<file path="src/tapmc_pkg.sv">
// constants of the action, alarm-polarity and modem configuration register bank
// assumes a 16-bit register access port fed by the host serial frame decoder
package tapmc_pkg;
  // ----------------------------------------
  // register offsets
  // ----------------------------------------
  localparam logic [7:0] TAPMC_OFS_SOFT_RESET = 8'h07;
  localparam logic [7:0] TAPMC_OFS_ACTION = 8'h0a;
  localparam logic [7:0] TAPMC_OFS_ALARM_CFG = 8'h0b;
  localparam logic [7:0] TAPMC_OFS_MODEM_CFG = 8'h0e;
  // ----------------------------------------
  // field positions
  // ----------------------------------------
  localparam int TAPMC_BIT_CONV = 0;
  localparam int TAPMC_BIT_FUSE_LOAD = 1;
  localparam int TAPMC_BIT_MEM_TEST = 2;
  localparam int TAPMC_BIT_AUX_EN = 0;
  localparam int TAPMC_BIT_ALARM_POL = 1;
  localparam int TAPMC_BIT_FUSE_ON_SR = 2;
  localparam int TAPMC_BIT_RX_EXT_FILT = 10;
  localparam int TAPMC_BIT_RX_HORD = 11;
  localparam int TAPMC_BIT_EXT_LOOP = 12;
  localparam int TAPMC_BIT_HIGH_TONE = 15;
  // ----------------------------------------
  // reset values, masks and codes
  // ----------------------------------------
  localparam logic [15:0] TAPMC_ACTION_RST = 16'h0000;
  localparam logic [2:0] TAPMC_ALARM_CFG_RST = 3'h0;
  localparam logic [15:0] TAPMC_MODEM_CFG_RST = 16'h0040;
  localparam logic [15:0] TAPMC_MODEM_CFG_MASK = 16'h9fff;
  localparam logic [7:0] TAPMC_SOFT_RESET_CODE = 8'had;
  localparam logic [1:0] TAPMC_ACT_ALARM_LEVEL = 2'h2;
  // ----------------------------------------
  // timing
  // ----------------------------------------
  localparam int TAPMC_SEQ_CYCLES = 64;
endpackage

</file>
<file path="src/tapmc_seq_if.sv">
// handshake between the register bank and the direct-mode conversion sequencer
// assumes both ends sit on the same clock
`timescale 1ns/1ps
`default_nettype none
interface tapmc_seq_if;
  logic start;
  logic abort;
  logic busy;
  logic done;
  modport ctrl (output start, output abort, input busy, input done);
  modport seq (input start, input abort, output busy, output done);
endinterface
`default_nettype wire

</file>
<file path="src/tapmc_seq.sv">
// direct-mode conversion sequence timer
// assumes start and abort are single-cycle requests on the core clock
`timescale 1ns/1ps
`default_nettype none
module tapmc_seq
  #(parameter int SEQ_CYCLES = tapmc_pkg::TAPMC_SEQ_CYCLES)
  (
  // clock and reset
  input wire logic clk,
  input wire logic rst,
  // control
  tapmc_seq_if.seq s
  );
  import tapmc_pkg::*;

  typedef enum logic [0:0] {TAPMC_IDLE = 1'b0, TAPMC_RUN = 1'b1} tapmc_seq_e;
  tapmc_seq_e state_q, state_d;
  logic [15:0] cnt_q, cnt_d;
  logic done_q, done_d;

  always_comb
  begin
    state_d = state_q;
    cnt_d = cnt_q;
    done_d = 1'b0;
    case (state_q)
      TAPMC_IDLE:
      begin
        if (s.start)
        begin
          state_d = TAPMC_RUN;
          cnt_d = 16'h0000;
        end
      end
      TAPMC_RUN:
      begin
        // abort ends the sequence early and gives no done
        if (s.abort)
          state_d = TAPMC_IDLE;
        else if (cnt_q == 16'(SEQ_CYCLES - 1))
        begin
          state_d = TAPMC_IDLE;
          done_d = 1'b1;
        end
        else
          cnt_d = cnt_q + 16'h0001;
      end
      default: state_d = TAPMC_IDLE;
    endcase
  end

  always_ff @(posedge clk)
  begin
    if (rst)
    begin
      state_q <= TAPMC_IDLE;
      cnt_q <= 16'h0000;
      done_q <= 1'b0;
    end
    else
    begin
      state_q <= state_d;
      cnt_q <= cnt_d;
      done_q <= done_d;
    end
  end

  assign s.busy = (state_q == TAPMC_RUN);
  assign s.done = done_q;

  // the length is a parameter, so the check follows the counter rather than a fixed repeat
  seq_length_a: assert property (@(posedge clk) disable iff (rst)
    s.busy && !s.abort && (cnt_q != 16'(SEQ_CYCLES - 1)) |=> s.busy)
    else $error("sequence ended early");
  seq_abort_a: assert property (@(posedge clk) disable iff (rst)
    s.busy && s.abort |=> !s.busy && !s.done) else $error("abort did not stop sequence");
endmodule
`default_nettype wire

</file>
<file path="src/tapmc_regs.sv">
// action, alarm-polarity and modem configuration register bank
// assumes a decoded 16-bit register write/read port on the core clock,
// self-test and fuse engines on the same clock, and an asynchronous polarity pin
`timescale 1ns/1ps
`default_nettype none
module tapmc_regs
  #(parameter int SEQ_CYCLES = tapmc_pkg::TAPMC_SEQ_CYCLES)
  (
  // clock and reset
  input wire logic clk,
  input wire logic rst,
  // register port
  input wire logic reg_wr,
  input wire logic reg_rd,
  input wire logic [7:0] reg_addr,
  input wire logic [15:0] reg_wdata,
  output logic [15:0] reg_rdata,
  output logic reg_rvalid,
  // engines
  input wire logic mem_test_done,
  input wire logic conv_direct_mode,
  output logic mem_test_start,
  output logic fuse_load_start,
  output logic soft_reset,
  output logic modem_fifo_enable,
  output logic conv_run,
  // alarm and pin
  input wire logic polarity_or_aux_input_pin,
  input wire logic alarm_active,
  input wire logic [1:0] alarm_action,
  output logic effective_alarm_polarity,
  output logic output_force_alarm,
  output logic aux_channel_grounded,
  // modem options
  output logic high_tone_only,
  output logic external_loopback_select,
  output logic rx_high_order_filter_enable,
  output logic rx_external_filter_enable
  );
  import tapmc_pkg::*;

  // ----------------------------------------
  // state
  // ----------------------------------------
  tapmc_seq_if sif ();
  logic pin_meta_q, pin_sync_q;
  logic conv_q, conv_d;
  logic test_busy_q, test_busy_d;
  logic [2:0] alarm_cfg_q, alarm_cfg_d;
  logic [15:0] modem_q, modem_d;
  logic mem_test_start_q, mem_test_start_d;
  logic fuse_load_q, fuse_load_d;
  logic soft_reset_q, soft_reset_d;
  logic conv_run_q, conv_run_d;
  logic eff_pol_q, eff_pol_d;
  logic force_q, force_d;
  logic [15:0] rdata_q, rdata_d;
  logic rvalid_q;
  logic fifo_en_q, aux_gnd_q;
  logic wr_action, wr_alarm, wr_modem, wr_reset, srst;

  tapmc_seq #(.SEQ_CYCLES(SEQ_CYCLES)) u_seq (.clk(clk), .rst(srst), .s(sif));

  // pin sampled through two flops; only the second is read
  always_ff @(posedge clk)
  begin
    pin_meta_q <= polarity_or_aux_input_pin;
    pin_sync_q <= pin_meta_q;
    // not reset: the alarm level must follow the pin while reset is held
    eff_pol_q <= eff_pol_d;
  end

  // ----------------------------------------
  // next-state logic
  // ----------------------------------------
  assign wr_action = reg_wr && (reg_addr == TAPMC_OFS_ACTION);
  assign wr_alarm = reg_wr && (reg_addr == TAPMC_OFS_ALARM_CFG);
  assign wr_modem = reg_wr && (reg_addr == TAPMC_OFS_MODEM_CFG);
  assign wr_reset = reg_wr && (reg_addr == TAPMC_OFS_SOFT_RESET);
  // soft reset returns the bank to defaults one cycle after the code write
  assign srst = rst || soft_reset_q;

  assign sif.start = conv_direct_mode && wr_action && reg_wdata[TAPMC_BIT_CONV] && !sif.busy;
  assign sif.abort = conv_direct_mode && wr_action && !reg_wdata[TAPMC_BIT_CONV];

  always_comb
  begin
    conv_d = conv_q;
    if (wr_action)
      conv_d = reg_wdata[TAPMC_BIT_CONV];
    else if (conv_direct_mode && sif.done)
      conv_d = 1'b0;
    // a new self-test request is ignored until the running one reports done
    mem_test_start_d = wr_action && reg_wdata[TAPMC_BIT_MEM_TEST] && !test_busy_q;
    test_busy_d = mem_test_start_d || (test_busy_q && !mem_test_done);
    soft_reset_d = wr_reset && (reg_wdata[7:0] == TAPMC_SOFT_RESET_CODE);
    fuse_load_d = (wr_action && reg_wdata[TAPMC_BIT_FUSE_LOAD])
      || (soft_reset_d && alarm_cfg_q[TAPMC_BIT_FUSE_ON_SR]);
    alarm_cfg_d = wr_alarm ? reg_wdata[2:0] : alarm_cfg_q;
    modem_d = wr_modem ? (reg_wdata & TAPMC_MODEM_CFG_MASK) : modem_q;
    // mode zero follows the level bit, mode one follows the sequencer
    conv_run_d = conv_direct_mode ? (sif.start || (sif.busy && !sif.abort && !sif.done)) : conv_d;
    eff_pol_d = alarm_cfg_q[TAPMC_BIT_ALARM_POL]
      || (pin_sync_q && !alarm_cfg_q[TAPMC_BIT_AUX_EN]);
    force_d = alarm_active && (alarm_action == TAPMC_ACT_ALARM_LEVEL);
    rdata_d = 16'h0000;
    case (reg_addr)
      TAPMC_OFS_ACTION: rdata_d[TAPMC_BIT_CONV] = conv_q;
      TAPMC_OFS_ALARM_CFG: rdata_d[2:0] = alarm_cfg_q;
      TAPMC_OFS_MODEM_CFG: rdata_d = modem_q;
      default: rdata_d = 16'h0000;
    endcase
  end

  // ----------------------------------------
  // registers
  // ----------------------------------------
  always_ff @(posedge clk)
  begin
    if (srst)
    begin
      conv_q <= 1'b0;
      test_busy_q <= 1'b0;
      alarm_cfg_q <= TAPMC_ALARM_CFG_RST;
      modem_q <= TAPMC_MODEM_CFG_RST;
      mem_test_start_q <= 1'b0;
      fuse_load_q <= 1'b0;
      conv_run_q <= 1'b0;
      rdata_q <= 16'h0000;
      rvalid_q <= 1'b0;
      fifo_en_q <= 1'b1;
      aux_gnd_q <= 1'b1;
    end
    else
    begin
      conv_q <= conv_d;
      test_busy_q <= test_busy_d;
      alarm_cfg_q <= alarm_cfg_d;
      modem_q <= modem_d;
      mem_test_start_q <= mem_test_start_d;
      fuse_load_q <= fuse_load_d;
      conv_run_q <= conv_run_d;
      rdata_q <= reg_rd ? rdata_d : rdata_q;
      rvalid_q <= reg_rd;
      fifo_en_q <= !test_busy_d;
      aux_gnd_q <= !alarm_cfg_d[TAPMC_BIT_AUX_EN];
    end
  end

  // reset pulse and alarm force survive the soft reset; only rst resets them, clearing the pulse and setting the force to one
  always_ff @(posedge clk)
  begin
    if (rst)
    begin
      soft_reset_q <= 1'b0;
      force_q <= 1'b1;
    end
    else
    begin
      soft_reset_q <= soft_reset_d;
      force_q <= force_d;
    end
  end

  assign reg_rdata = rdata_q;
  assign reg_rvalid = rvalid_q;
  assign mem_test_start = mem_test_start_q;
  assign fuse_load_start = fuse_load_q;
  assign soft_reset = soft_reset_q;
  assign modem_fifo_enable = fifo_en_q;
  assign conv_run = conv_run_q;
  assign effective_alarm_polarity = eff_pol_q;
  assign output_force_alarm = force_q;
  assign aux_channel_grounded = aux_gnd_q;
  assign high_tone_only = modem_q[TAPMC_BIT_HIGH_TONE];
  assign external_loopback_select = modem_q[TAPMC_BIT_EXT_LOOP];
  assign rx_high_order_filter_enable = modem_q[TAPMC_BIT_RX_HORD];
  assign rx_external_filter_enable = modem_q[TAPMC_BIT_RX_EXT_FILT];

  // ----------------------------------------
  // assertions
  // ----------------------------------------
  mem_test_start_a: assert property (@(posedge clk) disable iff (srst)
    wr_action && reg_wdata[2] && !test_busy_q |=> mem_test_start && !modem_fifo_enable)
    else $error("no test start");
  fifo_held_off_a: assert property (@(posedge clk) disable iff (srst)
    !modem_fifo_enable && !mem_test_done |=> !modem_fifo_enable) else $error("fifo not held");
  fuse_pulse_a: assert property (@(posedge clk) disable iff (srst)
    wr_action && reg_wdata[1] |=> fuse_load_start) else $error("no fuse load");
  auto_level_a: assert property (@(posedge clk) disable iff (srst)
    !conv_direct_mode && wr_action |=> conv_q == $past(reg_wdata[0])) else $error("bad level");
  direct_clear_a: assert property (@(posedge clk) disable iff (srst)
    conv_direct_mode && sif.done && !wr_action |=> !conv_q) else $error("bit not cleared");
  sr_fuse_a: assert property (@(posedge clk) disable iff (rst)
    soft_reset_d |=> fuse_load_start == $past(alarm_cfg_q[2])) else $error("fuse on reset");
  eff_pol_a: assert property (@(posedge clk) disable iff (rst)
    ##1 effective_alarm_polarity == ($past(alarm_cfg_q[1]) || ($past(pin_sync_q)
    && !$past(alarm_cfg_q[0])))) else $error("bad polarity");
  sr_code_a: assert property (@(posedge clk) disable iff (rst)
    soft_reset |-> $past(wr_reset) && $past(reg_wdata[7:0]) == 8'had) else $error("bad reset");
  alarm_force_a: assert property (@(posedge clk) disable iff (rst)
    alarm_active && alarm_action == 2'h2 |=> output_force_alarm) else $error("no force");
  self_clear_a: assert property (@(posedge clk) disable iff (srst)
    reg_rd && reg_addr == 8'h0a |=> reg_rdata[2:1] == 2'h0) else $error("strobe read back");
  cov_test: cover property (@(posedge clk) mem_test_start ##[1:20] mem_test_done);
  cov_direct: cover property (@(posedge clk) sif.start ##[1:100] sif.done);
  cov_abort: cover property (@(posedge clk) sif.busy && sif.abort);
  cov_sreset: cover property (@(posedge clk) soft_reset && fuse_load_start);
endmodule
`default_nettype wire

</file>
<file path="config.mk">
export PLATFORM = sky130hd
export DESIGN_NAME = tapmc_regs
export DESIGN_NICKNAME = d
export VERILOG_FILES = /design/src/tapmc_pkg.sv /design/src/tapmc_seq_if.sv /design/src/tapmc_seq.sv /design/src/tapmc_regs.sv
export SDC_FILE = /design/constraint.sdc
export NUM_CORES = 1
export LEC_CHECK = 0
export BUFFER_PORTS_ARGS = -buffer_cell sky130_fd_sc_hd__buf_2
export CORE_ASPECT_RATIO = 0.7
export CORE_MARGIN = 3
export CORE_UTILIZATION = 40
export DETAILED_ROUTE_END_ITERATION = 10
export GPL_TIMING_DRIVEN = 0
export PLACE_DENSITY_LB_ADDON = 0.25
export SLEW_MARGIN = 20
export SYNTH_ARGS = -nofsm -noshare
export SYNTH_HDL_FRONTEND = slang
export SYNTH_HIERARCHICAL = 1
export SYNTH_SLANG_ARGS = --single-unit
</file>
<file path="constraint.sdc">
create_clock -name clk -period 3.05 [get_ports clk]
set_input_delay 0.4575 -clock clk [delete_from_list [all_inputs] [get_ports clk]]
set_output_delay 0.4575 -clock clk [all_outputs]
set_load 0.01 [all_outputs]
</file>
-- Word level (Yosys, flattened, before mapping)
Index checks and enable logic that the tools add are counted.
- register bits after elaboration: 64
- input bits: 34
- add/subtract/negate cells: 1
- equal/unequal tests: 10
- mux-type cells: 16
- bitwise logic cells: 1
- reduce and logical (&&, ||, !) cells: 35
- operators by type and width (kind ; count):
    16-bit two-way mux ; 3
    16-bit case mux with 2 select lines ; 1
    8-bit by 4-bit == test with 1-bit output (second input constant) ; 3
    1-bit logical AND ; 19
    16-bit by 1-bit adder with 16-bit output (second input constant) ; 1
    16-bit by 6-bit == test with 1-bit output (second input constant) ; 1
    13-bit two-way mux ; 1
    1-bit logical NOT ; 9
    8-bit by 3-bit == test with 1-bit output (second input constant) ; 1
    8-bit == test (second input constant) ; 1
    1-bit two-way mux ; 8
    2-bit != test (second input constant) ; 3
    1-bit logical OR ; 5
    2-bit case mux with 2 select lines ; 1
    1-bit case mux with 3 select lines ; 1
    3-bit AND reduction ; 1
    3-bit OR reduction ; 1
    2-bit == test (second input constant) ; 1
    1-bit case mux with 2 select lines ; 1
    1-bit NOT ; 1

-- Logic depth before layout (Yosys ltp)
- depth in word-level cells: 9
- gate-level depth with buffers: 8
- mapped depth without buffers: 7

-- Modules after synthesis
Netlist, hierarchy kept.
- modules (own cells, without submodules) (module ; times used ; cells each ; area each (sq um) ; sequential area each (sq um)):
    tapmc_regs ; 1 ; 183 ; 1775.5 ; 880.8
    tapmc_seq ; 1 ; 121 ; 1028.5 ; 360.3

-- Worst setup path after synthesis
Ideal clock, no wire load.
- path type: input to register
- start: input reg_addr[5]
- end: register u_seq.cnt_q[11]
- data arrival time: 2.144 ns
- required time: 2.959 ns
- setup slack: 0.815 ns
- cell stages on the path: 8
- cell sequence: nor3b_4 -> nand3_1 -> nor3b_1 -> nand4b_1 -> or2_0 -> clkbuf_1 -> o31ai_1 -> a311oi_1
- elaborated cells between the ends (all ways): 9
- classes of those cells: 3 x eq/ne; 6 x reduce/logical
- RTL lines (what ; line ; text):
    start: declaration ; tapmc_regs.sv:15 ; input wire logic [7:0] reg_addr,
    8-bit by 4-bit == test with 1-bit output ; tapmc_regs.sv:76 ; assign wr_action = reg_wr && (reg_addr == TAPMC_OFS_ACTION);
    1-bit logical AND ; tapmc_regs.sv:76 ;
    1-bit logical AND (2 in series) ; tapmc_regs.sv:84 ; assign sif.abort = conv_direct_mode && wr_action && !reg_wdata[TAPMC_BIT_CONV];
    via sif.abort ; tapmc_seq_if.sv:7 ; logic abort;
    2-bit != test (no line) ; n/a ;
    3-bit AND reduction (no line) ; n/a ;
    end signal: assignment ; tapmc_seq.sv:63 ; cnt_q <= cnt_d;
    end: declaration ; tapmc_seq.sv:18 ; logic [15:0] cnt_q, cnt_d;
The timed path passes the listed nets, and every way through them passes these cells.
A chain may end at the register's enable or synchronous reset.

-- Worst setup path after layout
- start: input reg_addr[5]
- end: register u_seq.cnt_q[15]
Same word-level chain as after synthesis.

==> impl_metrics.json <==
{
  "status": "finished clean",
  "peakVddDrop_uv": 316,
  "drv_cap": 0,
  "p_leak_uw": 0.00144,
  "grt_usage_pct": 17.5,
  "start_util_pct": 43.0,
  "cp-end-kind": "flop",
  "r2r-end": "u_seq/cnt_q[14]",
  "wl_met3_um": 568,
  "h-tree-depth": 3,
  "holdCritPathClass": "in -> reg",
  "clock_latency_ns": 0.33,
  "grt_max_degree": 14,
  "nets": 409,
  "yosysSeqAreaShare_pct": 44.3,
  "path_max_fanout": 9,
  "synth_top_area_share_pct": 44.3,
  "die_h_um": 76.1,
  "wl_met1_um": 3520,
  "grt_pass1_vias": 2304,
  "synth-edff-count": 0,
  "placedInstanceArea_sq_mm": 0.00321,
  "min_path_cells": 1,
  "vias": 2547,
  "relSlewSlack_pct": 55.0,
  "hpwl_um": 5080,
  "hold_path_end": "pin_meta_q",
  "wl_per_cell_um": 14.7,
  "synth_cell_types": 58,
  "vias_per_cell": 5.42,
  "rrSetupSlack_ns": 0.55,
  "critPathLaunchType": "primary input",
  "rsz0062_at_grt": "false",
  "yosys.area.top_type": "dfxtp_1",
  "root_buffer": "clkbuf_8",
  "drive_gt1_share_pct": 25.1,
  "grt_remaining_overflow": 0,
  "final_common_cell": "dfxtp_1",
  "row_count": 24,
  "clkSinkCount": 62,
  "critPathSlowestCell": "nor3b_4",
  "syn_avg_cell_area_sq_um": 9.22,
  "powerDensity_mw_per_mm2": 512,
  "synthArstFlopShare_pct": 0,
  "post_cts.repair.setup_buffers": 0,
  "antenna_found_initial": 0,
  "reg2regPathDepth": 6,
  "ant_nets": 0,
  "final.period_utilization_pct": 82.0,
  "synth_seq_cells": 62,
  "synth_ff_type": "dfxtp_1",
  "area_growth_pct": 23.3,
  "cts_buffers": 9,
  "period_needed_ns": 2.50,
  "synth_area_leaders": "dfxtp_1 44%, mux2i_1 6.1%, a21oi_1 4.3%",
  "cts_hold_buf": 0,
  "crit_family": "simple AND/OR/NAND/NOR gates",
  "syn_area_sq_mm": 0.00280,
  "mostFrequentLayoutCells": "62 x dfxtp_1, 59 x buf_2, 32 x nor2_1",
  "top_layer": "met4",
  "wl_met2_um": 2720,
  "dieWidth_um": 106,
  "place.gp.congestion": 0.867,
  "worstHoldStart": "polarity_or_aux_input_pin",
  "firstDrtPassIters": 4,
  "drt_iter0_drc": 177,
  "r2r_start": "soft_reset",
  "routed_wl_um": 6890,
  "cp.arrival_ns": 2.74,
  "slowest_delay_ns": 0.42,
  "ctsLongestPathBuffers": 2,
  "ys_warn_count": 6,
  "hold_viol_final": 0,
  "setup_violations": 0,
  "crit_type": "in -> reg",
  "finalSetupTns_ns": 0,
  "slew_violations": 0,
  "synth_cells": 304,
  "worstMarginPinSlew_ns": 0.672,
  "cts.clk_slew.worst_paths_ns": 0.07,
  "cts-resized-gates": 0,
  "fin_worst_skew_ns": 0.00752,
  "max_freq_mhz": 400,
  "cts_tree": "yes",
  "dieArea_sq_mm": 0.00807,
  "cp.buffers_inverters": 2,
  "core_area_sq_mm": 0.00652,
  "drc": 0,
  "io_pins": 63,
  "cp.required_ns": 3.29,
  "finalInstanceArea_sq_mm": 0.00346,
  "grt_pass1_wl_um": 11600,
  "diodes": 0,
  "path_cells": "buf_2 > nor3b_4 > nand3_1 > nor3b_1 > nand4b_1 > or2_0 > clkbuf_1 > o31ai_1 > a311oi_1",
  "portBuffers": 58
}
[per-layer routing]
layer	vias up	GRT usage (%)
met2	94	23.3
met4	0	5.43
met3	8	4.66
li1	1251	-
met5	-	0
met1	1194	26.9
[stage by stage]
| step | hold slack, ns | utilization (%) | power, uW | instances | worst slack, ns |
|---|---|---|---|---|---|
| floorplan | 0.310 | - | 867 | 305 | 0.815 |
| global placement | 0.317 | 49.3 | 911 | 454 | 0.287 |
| detailed placement | 0.318 | 49.3 | 911 | 454 | 0.241 |
| CTS | 0.221 | 53.1 | 1790 | 470 | 0.588 |
| global route | 0.221 | 53.1 | 1830 | 470 | 0.304 |
| finish | 0.247 | 53.1 | 1770 | 470 | 0.548 |
[worst register-to-register path, delay by kind of cell (launching register included)]
kind | cells | cell delay, ns
buffers and inverters | 4 | 1.29
AND/OR/NAND/NOR | 1 | 0.53
flip-flops | 1 | 0.31
AO/OA/AOI/OAI | 1 | 0.28
[Yosys cell counts, types with 3 or more instances]
| cell type | n |
|---|---|
| nand2b_1 | 7 |
| inv_1 | 9 |
| a311oi_1 | 6 |
| a21oi_1 | 24 |
| buf_4 | 4 |
| nor4_1 | 5 |
| o211ai_1 | 5 |
| mux2i_1 | 17 |
| clkbuf_1 | 9 |
| dfxtp_1 | 62 |
| nand2_1 | 15 |
| or3_1 | 3 |
| nor3b_1 | 5 |
| nor2b_1 | 16 |
| a31oi_1 | 4 |
| nand4_1 | 8 |
| and4_1 | 3 |
| nor2_1 | 32 |
| nand3_1 | 14 |
| o21ai_0 | 5 |
[registers in the layout (all words and copies together), names as in the netlist, 3 cells and up]
register	cells
alarm_cfg_q	3
modem_q	14
reg_rdata	14
u_seq/cnt_q	16
[area by class of cell]
type | count | area (sq um)
Buffer | 16 | 91.3
Sequential cell | 62 | 1240
Timing Repair Buffer | 58 | 290
Fill cell | 634 | 3060
Clock inverter | 7 | 123
Tap cell | 91 | 114
Inverter | 9 | 33.8
Clock buffer | 9 | 124
Multi-Input combinational cell | 218 | 1440
[cells by family (layout without fill, tap and decap cells)]
kind of cell               count (synthesis)  count (layout)  synth area share, %
other                                      1               2                0.134
AOI/OAI and AO/OA                         62              62                 14.8
DFF                                       62              62                 44.3
adders and majority gates                  1               1                0.446
and+or+nand+nor                          134             134                 29.1
muxes                                     19              19                 6.87
buffers and inverters                     25              99                 4.46
[report_power, final]
group	leakage (uW)	switching (uW)	internal (uW)	total [uW]
Clock	0.000116	332	545	877
Combinational	0.000821	47.8	31.0	78.9
Sequential	0.000501	1.26	813	814
Total	0.00144	381	1390	1770
[worst max path at each step]
stage	end	slack, ns	cells past startpoint	start
finish	u_seq/cnt_q[15]	0.55	9	reg_addr[5]
floorplan	u_seq/cnt_q[11]	0.82	8	reg_addr[5]
global route	u_seq/cnt_q[14]	0.30	6	soft_reset
detailed placement	u_seq/cnt_q[11]	0.24	9	reg_addr[5]
CTS	u_seq/cnt_q[14]	0.59	6	soft_reset
global placement	u_seq/cnt_q[11]	0.29	9	reg_addr[5]
No activity file was read; power rests on OpenSTA's default activity.
